`src/design/wdt_pkg.sv`:
```
// Constants shared by the watchdog timeout counter and its bench.
// Assumes a single crystal-derived clock and a plain strobe register port.
package wdt_pkg;

  // ----------------------------------------------------------------
  // Register map
  // ----------------------------------------------------------------
  localparam int ADDR_W = 16;
  localparam int DATA_W = 8;
  localparam logic [15:0] WD_SVC_ADDR = 16'hFFFF;
  localparam logic [15:0] CAUSE_ADDR = 16'hFE01;
  localparam logic [15:0] COUNT_ADDR = 16'hFE02;
  localparam int CAUSE_WD_BIT = 0;
  localparam logic [7:0] RDATA_RST = 8'h00;
  localparam logic [7:0] UNMAPPED_RD = 8'h00;

  // ----------------------------------------------------------------
  // Counter structure
  // ----------------------------------------------------------------
  localparam int PRESC_W = 12;
  localparam int CNT_W = 6;
  localparam int SVC_CLR_LSB = 4;
  localparam logic [5:0] SHORT_LIMIT = 6'h01;
  localparam logic [5:0] LONG_LIMIT = 6'h3F;
  // Overflow tap sits 2^4 counts short of the prescaler wrap
  localparam logic [11:0] OVF_TAP = 12'hFEF;

  // ----------------------------------------------------------------
  // Reset pulse timing, in crystal clock cycles
  // ----------------------------------------------------------------
  localparam int RST_PULSE_CYC = 32;
  localparam logic [4:0] PULSE_LAST = 5'h1F;

  typedef enum logic [0:0] {
    WDT_IDLE = 1'b0,
    WDT_PULSE = 1'b1
  } wdt_state_t;

endpackage : wdt_pkg

```
`src/design/wdt_top.sv`:
```
// Watchdog timeout counter: prescaler, 6-bit watchdog stage, reset pulse.
// Assumes i_clk is the crystal oscillator clock and inputs are synchronous.
//
// Behaviour
// 12-bit prescaler advances a free-running 6-bit counter; overflow from 6-bit stage.
// All timing runs from the crystal clock only, never the synthesizer clock.
// Overflow resets after 2^13-2^4 or 2^18-2^4 cycles, chosen by short-timeout bit.
// Any write to service location clears counter and prescaler bits 11 to 4.
// Read of service location returns reset vector low byte.
// Watchdog reset drives reset pin low 32 cycles and sets cause flag.
// Internal reset clears prescaler and watchdog counter.
// Executed stop instruction clears the prescaler.
// Reset vector fetch clears the prescaler.
// Reset inhibit option suppresses all watchdog resets.
// Monitor mode with elevated voltage on reset or interrupt pin disables watchdog.
// Break with elevated voltage on reset pin disables watchdog.
// Watchdog raises no interrupt request; reset is its only action.
// Counting continues through wait mode.
// Stop mode freezes the count and clears the prescaler.
// Stop instruction is not allowed while halt-allow option is zero.
// Software services before entering and after leaving stop mode.
// Software services from main flow, not only from interrupts.
// Option bits are static inputs sampled continuously.
// Service write in the overflow cycle wins; no reset issued.
`timescale 1ns/1ps
module wdt_top #(
  parameter logic [7:0] RST_VEC_LO = 8'h00  // Arbitrary default, tie to the real vector
) (
  // Clock and reset
  input wire logic i_clk,
  input wire logic i_resetn,
  // Register port
  input wire logic [wdt_pkg::ADDR_W-1:0] i_addr,
  input wire logic [wdt_pkg::DATA_W-1:0] i_wdata,
  input wire logic i_wr,
  input wire logic i_rd,
  output logic [wdt_pkg::DATA_W-1:0] o_rdata,
  // Option bits
  input wire logic i_short_timeout_select,
  input wire logic i_watchdog_reset_inhibit,
  input wire logic i_halt_allow,
  // System events
  input wire logic i_int_reset,
  input wire logic i_stop_exec,
  input wire logic i_stop_mode,
  input wire logic i_vec_fetch,
  input wire logic i_wait_mode,
  // Test modes
  input wire logic i_monitor_mode,
  input wire logic i_break_active,
  input wire logic i_rst_pin_hv,
  input wire logic i_irq_pin_hv,
  // Reset pin (open drain) and status
  output logic o_rst_pin_o,
  output logic o_rst_pin_oe,
  output logic o_wd_reset,
  output logic o_cause_wd,
  output logic o_stop_enable
);
  import wdt_pkg::*;

  // ----------------------------------------------------------------
  // State
  // ----------------------------------------------------------------
  wdt_state_t state_ff, nxt_state;
  logic [PRESC_W-1:0] presc_ff, nxt_presc;
  logic [CNT_W-1:0] cnt_ff, nxt_cnt;
  logic [4:0] pulse_ff, nxt_pulse;
  logic cause_ff, nxt_cause;
  logic oe_ff, nxt_oe;
  logic stop_en_ff, nxt_stop_en;
  logic [DATA_W-1:0] rdata_ff, nxt_rdata;
  logic pin_o_ff, nxt_pin_o;

  logic svc_wr;
  logic stop_ok;
  logic frozen;
  logic wd_disabled;
  logic at_limit;
  logic overflow;
  logic fire;

  function automatic logic hit(input logic [ADDR_W-1:0] a, input logic [ADDR_W-1:0] b);
    hit = (a == b);
  endfunction : hit

  // ----------------------------------------------------------------
  // Decode and conditions
  // ----------------------------------------------------------------
  always_comb begin
    svc_wr = i_wr && hit(i_addr, WD_SVC_ADDR);
    // Stop only counts when the halt-allow option permits it
    stop_ok = i_halt_allow;
    frozen = i_stop_mode && stop_ok;
    wd_disabled = i_watchdog_reset_inhibit
      || (i_monitor_mode && (i_rst_pin_hv || i_irq_pin_hv))
      || (i_break_active && i_rst_pin_hv);
    at_limit = i_short_timeout_select ? (cnt_ff == SHORT_LIMIT) : (cnt_ff == LONG_LIMIT);
    // Early tap trims the last period, so a timeout is 2^4 short of a full power of two
    overflow = (presc_ff == OVF_TAP) && at_limit && !frozen;
    // Service in the same cycle beats the overflow
    fire = overflow && !svc_wr && !wd_disabled && (state_ff == WDT_IDLE);
  end

  // ----------------------------------------------------------------
  // Counters
  // ----------------------------------------------------------------
  // Wait mode deliberately has no term here: counting goes on.
  always_comb begin
    nxt_presc = presc_ff;
    nxt_cnt = cnt_ff;
    if (i_int_reset || state_ff == WDT_PULSE) begin
      nxt_presc = '0;
      nxt_cnt = '0;
    end else begin
      if (frozen) begin
        nxt_presc = presc_ff;
      end else begin
        nxt_presc = presc_ff + {{(PRESC_W-1){1'b0}}, 1'b1};
        if (&presc_ff) begin
          nxt_cnt = cnt_ff + {{(CNT_W-1){1'b0}}, 1'b1};
        end
      end
      if (svc_wr) begin
        nxt_presc[PRESC_W-1:SVC_CLR_LSB] = '0;
        nxt_cnt = '0;
      end
      if ((i_stop_exec && stop_ok) || i_vec_fetch || frozen) begin
        nxt_presc = '0;
      end
    end
  end

  // ----------------------------------------------------------------
  // Reset pulse sequencer
  // ----------------------------------------------------------------
  always_comb begin
    nxt_state = state_ff;
    nxt_pulse = pulse_ff;
    nxt_oe = oe_ff;
    unique case (state_ff)
      WDT_IDLE: begin
        if (fire) begin
          nxt_state = WDT_PULSE;
          nxt_pulse = '0;
          nxt_oe = 1'b1;
        end
      end
      WDT_PULSE: begin
        nxt_pulse = pulse_ff + 5'h01;
        if (pulse_ff == PULSE_LAST) begin
          nxt_state = WDT_IDLE;
          nxt_oe = 1'b0;
        end
      end
    endcase
  end

  // ----------------------------------------------------------------
  // Register port and cause flag
  // ----------------------------------------------------------------
  // Only a reset action exists; no interrupt output is provided.
  always_comb begin
    nxt_cause = cause_ff;
    if (i_wr && hit(i_addr, CAUSE_ADDR)) begin
      nxt_cause = 1'b0;
    end
    // A clearing write in the fire cycle loses: the set wins
    if (fire) begin
      nxt_cause = 1'b1;
    end
    nxt_stop_en = i_halt_allow;
    nxt_pin_o = 1'b0;
    nxt_rdata = UNMAPPED_RD;
    if (i_rd) begin
      if (hit(i_addr, WD_SVC_ADDR)) begin
        nxt_rdata = RST_VEC_LO;
      end else if (hit(i_addr, CAUSE_ADDR)) begin
        nxt_rdata = {7'h00, cause_ff};
      end else if (hit(i_addr, COUNT_ADDR)) begin
        nxt_rdata = {2'h0, cnt_ff};
      end
    end
  end

  always_ff @(posedge i_clk or negedge i_resetn) begin
    if (!i_resetn) begin
      state_ff <= WDT_IDLE;
      presc_ff <= '0;
      cnt_ff <= '0;
      pulse_ff <= 5'h00;
      cause_ff <= 1'b0;
      oe_ff <= 1'b0;
      stop_en_ff <= 1'b0;
      rdata_ff <= RDATA_RST;
      pin_o_ff <= 1'b0;
    end else begin
      state_ff <= nxt_state;
      presc_ff <= nxt_presc;
      cnt_ff <= nxt_cnt;
      pulse_ff <= nxt_pulse;
      cause_ff <= nxt_cause;
      oe_ff <= nxt_oe;
      stop_en_ff <= nxt_stop_en;
      rdata_ff <= nxt_rdata;
      pin_o_ff <= nxt_pin_o;
    end
  end

  // Pin data is always low; the enable alone pulls the line.
  assign o_rst_pin_o = pin_o_ff;
  assign o_rst_pin_oe = oe_ff;
  assign o_wd_reset = oe_ff;
  assign o_cause_wd = cause_ff;
  assign o_stop_enable = stop_en_ff;
  assign o_rdata = rdata_ff;

  // ----------------------------------------------------------------
  // Checks
  // ----------------------------------------------------------------
  AST_SVC_CLEARS: assert property (@(posedge i_clk) disable iff (!i_resetn)
    (svc_wr && !frozen) |=> (cnt_ff == '0) && (presc_ff[PRESC_W-1:SVC_CLR_LSB] == '0))
    else $error("service write did not clear counter");
  AST_READ_VEC: assert property (@(posedge i_clk) disable iff (!i_resetn)
    (i_rd && i_addr == WD_SVC_ADDR) |=> (o_rdata == RST_VEC_LO))
    else $error("service location read not reset vector");
  AST_PULSE_LEN: assert property (@(posedge i_clk) disable iff (!i_resetn)
    $rose(o_rst_pin_oe) |-> ##31 o_rst_pin_oe ##1 !o_rst_pin_oe)
    else $error("reset pulse not 32 cycles");
  AST_CAUSE_SET: assert property (@(posedge i_clk) disable iff (!i_resetn)
    $rose(o_rst_pin_oe) |-> o_cause_wd)
    else $error("cause flag not set with reset");
  AST_OVF_FIRES: assert property (@(posedge i_clk) disable iff (!i_resetn)
    (overflow && !svc_wr && !wd_disabled && !o_rst_pin_oe) |=> $rose(o_rst_pin_oe))
    else $error("overflow did not reset");
  AST_INHIBIT: assert property (@(posedge i_clk) disable iff (!i_resetn)
    (i_watchdog_reset_inhibit && !o_rst_pin_oe) |=> !o_rst_pin_oe)
    else $error("reset despite inhibit");
  AST_MON_DIS: assert property (@(posedge i_clk) disable iff (!i_resetn)
    (i_monitor_mode && (i_rst_pin_hv || i_irq_pin_hv) && !o_rst_pin_oe) |=> !o_rst_pin_oe)
    else $error("reset in monitor mode with high voltage");
  AST_BRK_DIS: assert property (@(posedge i_clk) disable iff (!i_resetn)
    (i_break_active && i_rst_pin_hv && !o_rst_pin_oe) |=> !o_rst_pin_oe)
    else $error("reset in break with high voltage");
  AST_INT_RST: assert property (@(posedge i_clk) disable iff (!i_resetn)
    i_int_reset |=> (presc_ff == '0) && (cnt_ff == '0))
    else $error("internal reset did not clear counters");
  AST_STOP_CLR: assert property (@(posedge i_clk) disable iff (!i_resetn)
    ((i_stop_exec && i_halt_allow) || i_vec_fetch) |=> (presc_ff == '0))
    else $error("prescaler not cleared");
  AST_FREEZE: assert property (@(posedge i_clk) disable iff (!i_resetn)
    (frozen && !svc_wr && !i_int_reset && !o_rst_pin_oe) |=> $stable(cnt_ff))
    else $error("count moved in stop mode");
  AST_PRIO: assert property (@(posedge i_clk) disable iff (!i_resetn)
    (svc_wr && !o_rst_pin_oe) |=> !o_rst_pin_oe)
    else $error("reset despite service write");
  AST_WAIT_RUN: assert property (@(posedge i_clk) disable iff (!i_resetn)
    (i_wait_mode && !frozen && !i_int_reset && !svc_wr && !i_vec_fetch && !i_stop_exec
      && !o_rst_pin_oe) |=> (presc_ff == $past(presc_ff) + 12'h001))
    else $error("prescaler stalled in wait mode");

  // ----------------------------------------------------------------
  // Checks on counter steps, pulse and register port
  // ----------------------------------------------------------------
  // Antecedents leave out every clearing event so each property sees one rule.
  localparam logic [PRESC_W-1:0] LOW_MASK =
    {{(PRESC_W-SVC_CLR_LSB){1'b0}}, {SVC_CLR_LSB{1'b1}}};
  AST_CNT_HOLD: assert property (@(posedge i_clk) disable iff (!i_resetn)
    (presc_ff != '1 && !i_int_reset && !svc_wr && !o_rst_pin_oe) |=> $stable(cnt_ff))
    else $error("watchdog counter moved between prescaler wraps");
  AST_CNT_STEP: assert property (@(posedge i_clk) disable iff (!i_resetn)
    ((&presc_ff) && !frozen && !i_int_reset && !svc_wr && !o_rst_pin_oe)
      |=> (cnt_ff == $past(cnt_ff) + 6'h01))
    else $error("watchdog counter missed a prescaler wrap");
  AST_ONLY_OVF: assert property (@(posedge i_clk) disable iff (!i_resetn)
    $rose(o_rst_pin_oe) |-> $past(overflow))
    else $error("reset pulse without overflow");
  AST_SVC_LOW: assert property (@(posedge i_clk) disable iff (!i_resetn)
    (svc_wr && !frozen && !i_int_reset && !i_vec_fetch && !i_stop_exec && !o_rst_pin_oe)
      |=> ((presc_ff & LOW_MASK) == (($past(presc_ff) + 12'h001) & LOW_MASK)))
    else $error("service write disturbed low prescaler bits");
  AST_RD_IDLE: assert property (@(posedge i_clk) disable iff (!i_resetn)
    !i_rd |=> (o_rdata == UNMAPPED_RD))
    else $error("read data did not return to idle");
  AST_PULSE_HOLD: assert property (@(posedge i_clk) disable iff (!i_resetn)
    o_rst_pin_oe |=> (presc_ff == '0) && (cnt_ff == '0))
    else $error("counters ran during reset pulse");
  AST_CAUSE_KEEP: assert property (@(posedge i_clk) disable iff (!i_resetn)
    (o_cause_wd && !(i_wr && i_addr == CAUSE_ADDR)) |=> o_cause_wd)
    else $error("cause flag lost without a clearing write");
  AST_VEC_CNT: assert property (@(posedge i_clk) disable iff (!i_resetn)
    (i_vec_fetch && presc_ff != '1 && !i_int_reset && !svc_wr && !o_rst_pin_oe) |=> $stable(cnt_ff))
    else $error("vector fetch touched the watchdog counter");
  AST_STOP_IGN: assert property (@(posedge i_clk) disable iff (!i_resetn)
    (i_stop_exec && !i_halt_allow && !i_int_reset && !svc_wr && !i_vec_fetch
      && !o_rst_pin_oe) |=> (presc_ff == $past(presc_ff) + 12'h001))
    else $error("disallowed stop cleared the prescaler");
  AST_STOP_EN: assert property (@(posedge i_clk) disable iff (!i_resetn)
    1'b1 |=> (o_stop_enable == $past(i_halt_allow)))
    else $error("stop enable does not follow halt allow");

endmodule : wdt_top

```
`config.mk`:
```
export PLATFORM = sky130hd
export DESIGN_NAME = wdt_top
export DESIGN_NICKNAME = d
export VERILOG_FILES = /design/src/design/wdt_pkg.sv /design/src/design/wdt_top.sv
export SDC_FILE = /design/constraint.sdc
export NUM_CORES = 1
export LEC_CHECK = 0
export ABC_CLOCK_PERIOD_IN_PS = 2400
export BUFFER_PORTS_ARGS = -buffer_cell sky130_fd_sc_hd__buf_2
export CAP_MARGIN = 20
export CORE_ASPECT_RATIO = 2
export CORE_MARGIN = 1.5
export CORE_UTILIZATION = 51
export DETAILED_ROUTE_END_ITERATION = 10
export PLACE_DENSITY = 0.86
export SLEW_MARGIN = 40
export SYNTH_ARGS = -nofsm -noshare
export SYNTH_HDL_FRONTEND = slang
export SYNTH_SLANG_ARGS = --single-unit
```
`constraint.sdc`:
```
create_clock -name i_clk -period 2.4 [get_ports i_clk]
set_clock_uncertainty 0.05 [all_clocks]
set_input_delay 0.48 -clock i_clk [delete_from_list [all_inputs] [get_ports i_clk]]
set_output_delay 0.48 -clock i_clk [all_outputs]
set_load 0.02 [all_outputs]
```
==> flow_metrics.py, run 1 <==
metrics = {
    "clock_tree": {
        "cts_sinks": 33,
        "clockRootBuffer": "clkbuf_8",
        "ctsResizeCount": 0,
        "htree_num_levels": 2,
        "cts_max_path_buffers": 2,
        "cts_hold_buf": 0,
        "tritoncts": "done",
        "clock_latency_ps": 290,
        "clk_pin_slew_worst_paths_ps": 70,
        "post_cts_buffers": 0,
        "cts_made_buffers": 5,
    },
    "global_route": {
        "antenna_found_initial": 0,
        "grt_max_degree": 34,
        "grt-ovfl-total": 0,
        "grt_busiest_layer": "met2",
        "grt.met3_usage_pct": 4.84,
        "track_usage_pct": 20.5,
        "grt_first_pass_wirelength_um": 5780,
        "first_global_vias": 1397,
        "grt_use_met2_pct": 37.8,
        "gr-usage-met1_pct": 20.0,
    },
    "critical_path": {
        "cp-end-kind": "flip-flop",
        "arrival_ps": 2080,
        "crit_path_start_kind": "flip-flop",
        "path_max_fanout": 10,
        "critPathLaunch": "presc_ff[0]$_DFFE_PN0P_",
        "worstPathRequired_ps": 2570,
        "rr_startpoint": "presc_ff[0]$_DFFE_PN0P_",
        "worst-setup-path-type": "flip-flop to flip-flop",
    },
    "status": {
        "violations": "DRC",
        "outcome": "finished with violations",
    },
    "timing": {
        "fmax_mhz": 522,
        "rsz0062_at_grt": "false",
        "setup_slack_ps": 485,
        "timing_hold_violations_final": 0,
        "fin_crit_sh_pct": 79.8,
        "finalMaxSlewViolations": 0,
        "setup_viol": 0,
        "setup-tns-final_ps": 0,
        "period_needed_ps": 1920,
    },
    "flow_run": {
        "maxCapViolations": 0,
    },
    "final_layout": {
        "diodes": 0,
        "final_common_cell": "buf_2",
        "mostFrequentLayoutCells": "buf_2, dfrtp_1, nor2_1, nand2_1, xor2_1",
        "drive_gt1_share_pct": 30.5,
        "nets": 256,
        "area_growth_pct": 19.0,
    },
    "drt": {
        "drcViolationCount": 6,
        "first_pass_iters": 8,
        "post_drt_via_cell_ratio": 5.84,
        "vias": 1431,
        "drt_wl_total_um": 3530,
        "wl_per_cell_um": 14.4,
        "ant_nets": 0,
        "drtIter0Drc": 25,
    },
    "synth": {
        "synth-simple-area-share_pct": 27.7,
        "synth_xor_xnor_area_share_pct": 6.96,
        "netlist_area_um2": 1760,
        "synth-adder-area-share_pct": 2.84,
        "yosysSeqAreaShare_pct": 46.9,
        "syn-instance-count": 167,
        "synth_compound_area_share_pct": 10.4,
        "ys_seq_elements": 33,
        "synth_mux_area_share_pct": 1.70,
        "synth.avg_cell_area_um2": 10.5,
        "synth_top_family_by_area": "simple AND/OR/NAND/NOR gates",
        "ys_types": 41,
        "yosysWarningCount": 0,
    },
    "power": {
        "p_clk_share_pct": 45.8,
        "p_int_uw": 922,
        "switchingPower_uw": 237,
        "p_comb_share_pct": 5.9,
        "p_leak_nw": 0.980,
        "swShare_pct": 20.5,
        "max-vdd-ir-drop_mv": 0.639,
        "pwr_density_cell_nw_per_um2": 553,
        "pwr-share-seq_pct": 48.3,
    },
    "die": {
        "num_rows": 30,
        "dieArea_um2": 3840,
        "die_h_um": 86.1,
        "die_x_um": 44.6,
        "start_util_pct": 52.7,
        "pin_count": 53,
        "core_area_um2": 3340,
    },
    "placement": {
        "port_buffers": 40,
        "dpl.hpwl_um": 2790,
        "gp_congestion": 0.802,
        "dp_slack_ps": 432,
    },
    "worst_hold_path": {
        "hp-class": "input pin to asynchronous set/reset pin",
    },
}
[state kept, by name, indices dropped and copies added, names as in the netlist]
signal and cells:
o_rst_pin_oe 1, state_ff 1, cnt_ff 6, o_rdata 6
o_cause_wd 1, o_stop_enable 1, presc_ff 12, pulse_ff 5
[Yosys cell counts]
library cell,n,area (um2)
and2_1,6,37.5
buf_6,1,11.3
and4b_1,1,10.0
dfrtp_1,33,826
and4_1,2,17.5
nor4_4,1,21.3
o21ai_2,1,8.76
a21boi_4,1,18.8
nand4b_1,3,26.3
or3_1,2,12.5
xor2_1,9,78.8
nor2_1,19,71.3
nand2_1,11,41.3
buf_2,1,5.00
or3_2,3,22.5
nor4b_1,1,8.76
a31oi_1,2,12.5
and4_4,1,11.3
nor4_1,2,12.5
buf_4,4,30.0
a21oi_2,1,8.76
a2111oi_4,1,27.5
and3_1,3,18.8
xnor2_1,5,43.8
nor3_1,3,15.0
ha_1,4,50.1
nand4_4,1,21.3
and3_2,2,15.0
o31ai_1,1,7.51
mux2i_1,3,30.0
o2111a_2,1,12.5
inv_1,3,11.3
a21oi_1,5,25.0
conb_1,1,3.75
o211a_1,1,10.0
o21ai_0,6,30.0
nand4_1,8,50.1
a21o_1,3,22.5
nor2b_1,1,6.26
nand3_1,7,35.0
or4_4,3,33.8
[path summary, 6_finish.rpt]
path                                      endpoint  slack, ps  cells past startpoint
max                          cnt_ff[5]$_DFFE_PN0P_        480                      5
min                        pulse_ff[1]$_DFFE_PN0P_         70                      1
max reg2reg                  cnt_ff[5]$_DFFE_PN0P_        480                      5
min reg2reg                pulse_ff[3]$_DFFE_PN0P_        460                      1
max in group asynchronous    cnt_ff[1]$_DFFE_PN0P_       1920                      1
min in group i_clk         o_stop_enable$_DFF_PN0_        310                      1
[layout make-up]
type                    instances  area, um2
well taps                      32       40.0
clock buffers                   7       86.3
inverters                       3       11.3
repair buffers                 42        218
multi-input cells             127        886
clock inverters                 1       30.0
fillers                       302       1240
flip-flops and latches         33        826
[layer usage]
layer / routed length [um] / vias up
met5: 0 / -
met4: 71 / 0
met3: 163 / 7
met2: 2040 / 39
met1: 1250 / 696
li1: - / 689
[kinds of logic after synthesis]
group           after synthesis
mux                           3
flops                        33
fa+ha+maj                     4
simple gates                 80
buf+inv                       9
xor+xnor                     14
compound gates               23
other cells                   1
[metrics by stage]
step                      total power, mW  instance area (um2)  hold slack [ps]  std cells  utilization [%]
after global placement              0.637                 1980              434        237             59.2
final                                1.16                 2100             71.8        245             62.8
after global routing                 1.20                 2100              106        245             62.8
after floorplan                     0.596                 1770              134        169                -
after detailed placement            0.639                 1980              445        237             59.2
after CTS                            1.17                 2090              212        245             62.7
[power by group through the flow]
stage	sequential (mW)	combinational, mW	clock (mW)
4_1_cts	0.560	0.0691	0.543
5_1_grt	0.559	0.0766	0.567
3_3_place_gp	0.570	0.0676	0
6_report	0.560	0.0687	0.531
3_5_place_dp	0.570	0.0689	0
2_1_floorplan	0.571	0.0247	0
[critical path, stage by stage (launching register included)]
cell and delay [ps]:
dfrtp_1 400, ha_1 260, and4_4 260, nand4_4 180, or4_4 550, a21oi_2 140
Power figures use the tool's default switching activity.
==> inputs of run 2 (changes only) <==
--- a/config.mk
+++ b/config.mk
@@ -5,14 +5,15 @@
 export SDC_FILE = /design/constraint.sdc
 export NUM_CORES = 1
 export LEC_CHECK = 0
-export ABC_CLOCK_PERIOD_IN_PS = 2400
+export ABC_AREA = 1
+export ABC_CLOCK_PERIOD_IN_PS = 1800
 export BUFFER_PORTS_ARGS = -buffer_cell sky130_fd_sc_hd__buf_2
 export CAP_MARGIN = 20
 export CORE_ASPECT_RATIO = 2
 export CORE_MARGIN = 1.5
-export CORE_UTILIZATION = 51
+export CORE_UTILIZATION = 52
 export DETAILED_ROUTE_END_ITERATION = 10
-export PLACE_DENSITY = 0.86
+export PLACE_DENSITY = 0.87
 export SLEW_MARGIN = 40
 export SYNTH_ARGS = -nofsm -noshare
 export SYNTH_HDL_FRONTEND = slang
==> constraint.sdc (replaced) <==
create_clock -name i_clk -period 1.8 [get_ports i_clk]
set_clock_uncertainty 0.05 [all_clocks]
set_input_delay 0.36 -clock i_clk [delete_from_list [all_inputs] [get_ports i_clk]]
set_output_delay 0.36 -clock i_clk [all_outputs]
set_load 0.02 [all_outputs]
==> flow_metrics.py, run 2 <==
metrics = {
    "status": {
        "outcome": "finished clean",
    },
    "drt": {
        "post_drt_via_cell_ratio": 5.08,
        "first_pass_iters": 5,
        "drcViolationCount": 0,
        "drtIter0Drc": 39,
        "vias": 1757,
        "ant_nets": 0,
        "wl_per_cell_um": 11.5,
        "drt_wl_total_um": 3970,
    },
    "placement": {
        "dp_slack_ps": 255,
        "dpl.hpwl_um": 3130,
        "port_buffers": 40,
        "gp_congestion": 0.895,
    },
    "synth": {
        "synthFlopType": "dfrtp_1",
        "ys_seq_elements": 33,
        "synth_top_area_share_pct": 44.2,
        "synth_area_leaders": "dfrtp_1, nand2_1, nor2_1",
        "yosysWarningCount": 0,
        "synth_edf_count": 0,
        "yosysMostFrequentCell": "nand2_1",
        "netlist_area_um2": 1870,
        "synth_async_sr_flop_share_pct": 100,
        "ys_types": 28,
        "synth.avg_cell_area_um2": 7.42,
        "synth_top_cell_by_area": "dfrtp_1",
        "yosys-top-cells-count": "nand2_1, nor2_1, dfrtp_1, inv_1, nand3_1",
        "yosysSeqAreaShare_pct": 44.2,
        "syn-instance-count": 252,
    },
    "clock_tree": {
        "cts_made_buffers": 5,
        "clock_latency_ps": 290,
        "cts_hold_buf": 0,
        "cts_sinks": 33,
        "clockRootBuffer": "clkbuf_8",
        "cts_max_path_buffers": 2,
        "tritoncts": "done",
        "htree_num_levels": 2,
        "clk_pin_slew_worst_paths_ps": 70,
        "ctsResizeCount": 0,
        "post_cts_buffers": 0,
    },
    "critical_path": {
        "worstPathRequired_ps": 1920,
        "worst-setup-path-type": "flip-flop to flip-flop",
        "arrival_ps": 1680,
        "path_max_fanout": 5,
        "crit_path_start_kind": "flip-flop",
        "cp-end-kind": "flip-flop",
        "rrSetupSlack_ps": 240,
    },
    "die": {
        "start_util_pct": 54.7,
        "die_x_um": 45.4,
        "pin_count": 53,
        "die_h_um": 87.8,
        "dieArea_um2": 3990,
        "core_area_um2": 3420,
        "num_rows": 30,
    },
    "final_layout": {
        "mostFrequentLayoutCells": "nand2_1, nor2_1, buf_2, dfrtp_1",
        "drive_gt1_share_pct": 20.5,
        "final_common_cell": "nand2_1",
        "largest_register_ffs": 12,
        "post-route-util_pct": 64.7,
        "registers.top_by_ff_count": "presc_ff",
        "diodes": 0,
        "area_growth_pct": 18.1,
        "n_fill_cell": 297,
        "nets": 341,
    },
    "timing": {
        "setup_viol": 0,
        "period_needed_ps": 1560,
        "rsz0062_at_grt": "false",
        "maxSlewHeadroom_pct": 52.8,
        "setup-tns-final_ps": 0,
        "setup_slack_ps": 239,
        "timing_hold_violations_final": 0,
        "finalMaxSlewViolations": 0,
        "fin_crit_sh_pct": 86.7,
        "worst_slew_pin_slew_ps": 707,
        "fmax_mhz": 641,
        "fin_worst_hold_slack_ps": 67.1,
    },
    "global_route": {
        "first_global_vias": 1718,
        "track_usage_pct": 23.3,
        "gr-usage-met1_pct": 23.6,
        "grt-ovfl-total": 0,
        "grt_use_met2_pct": 41.6,
        "grt_max_degree": 34,
        "grt_first_pass_wirelength_um": 6820,
        "antenna_found_initial": 0,
        "grt_busiest_layer": "met2",
        "grt.met3_usage_pct": 3.09,
    },
    "power": {
        "pwr_density_cell_nw_per_um2": 662,
        "finalPower_mw": 1.46,
        "swShare_pct": 22.9,
        "switchingPower_uw": 335,
        "p_leak_nw": 1.11,
        "pwr-share-seq_pct": 51.0,
        "max-vdd-ir-drop_mv": 0.609,
        "p_comb_share_pct": 7.0,
        "p_int_mw": 1.13,
        "p_clk_share_pct": 42.0,
    },
    "worst_hold_path": {
        "hp-class": "input pin to asynchronous set/reset pin",
    },
    "flow_run": {
        "maxCapViolations": 0,
    },
}
-- run 2: changes by cell type in the layout (fill, tap and decap cells not counted), moves of 8 or more --
cell / delta
inv_1: +19
nand2_1: +57
nand3_1: +15
nor2_1: +24
nor3_1: +9
xor2_1: -8
-- run 2: power groups by stage --
| stage | clock network (mW) | logic [mW] | registers, mW |
|---|---|---|---|
| global route | 0.651 | 0.118 | 0.745 |
| global placement | 0 | 0.102 | 0.759 |
| detailed placement | 0 | 0.105 | 0.759 |
| finish | 0.613 | 0.103 | 0.745 |
| floorplan | 0 | 0.0442 | 0.761 |
| CTS | 0.618 | 0.105 | 0.746 |
-- run 2: path summary, 6_finish.rpt --
check	from	endpoint	cells after the start
max	presc_ff[0]$_DFFE_PN0P_	cnt_ff[4]$_DFFE_PN0P_	10
min reg2reg	presc_ff[0]$_DFFE_PN0P_	presc_ff[0]$_DFFE_PN0P_	1
min	i_resetn	presc_ff[10]$_DFFE_PN0P_	1
max reg2reg	presc_ff[0]$_DFFE_PN0P_	cnt_ff[4]$_DFFE_PN0P_	10
max in group asynchronous	i_resetn	pulse_ff[4]$_DFFE_PN0P_	1
min in group i_clk	i_halt_allow	o_stop_enable$_DFF_PN0_	1
-- run 2: kinds of logic after synthesis --
| group | share of synthesized area (%) |
|---|---|
| adders and majority gates | 2.68 |
| and+or+nand+nor | 39.9 |
| xor gates and xnor gates | 2.34 |
| other | 0.201 |
| buffers and inverters | 6.83 |
| AOI/OAI and AO/OA | 3.88 |
| DFF | 44.2 |
-- run 2: per-stage QoR --
| stage | instance area [um2] | instances |
|---|---|---|
| after global placement | 2110 | 338 |
| final | 2210 | 346 |
| after global routing | 2210 | 346 |
| after detailed placement | 2110 | 338 |
| after floorplan | 1880 | 254 |
| after CTS | 2210 | 346 |
-- run 2: layout make-up --
type	count	area [um2]	share of cell area, %
clock buffers	7	96.3	4.36
clock inverters	1	5.00	0.227
inverters	26	97.6	4.42
multi-input cells	191	923	41.8
flip-flops and latches	33	826	37.4
well taps	48	60.1	2.72
repair buffers	40	200	9.07
-- run 2: critical path, stage by stage (launching register included) --
cell	delay (ps)
dfrtp_1	370
ha_1	210
nand2_2	80
nor2_4	110
nand3_2	70
inv_2	110
nand2_4	70
nor2_4	140
nand3_1	100
nand2_1	80
nor2_1	40
-- run 2: routing by layer --
layer  routed length (um)  vias up  part of all wire [%]
met4                  123        0                   3.1
met3                  144       10                   3.6
met1                 1460      805                    37
li1                     -      890                     -
met5                    0        -                     0
met2                 2250       52                    57
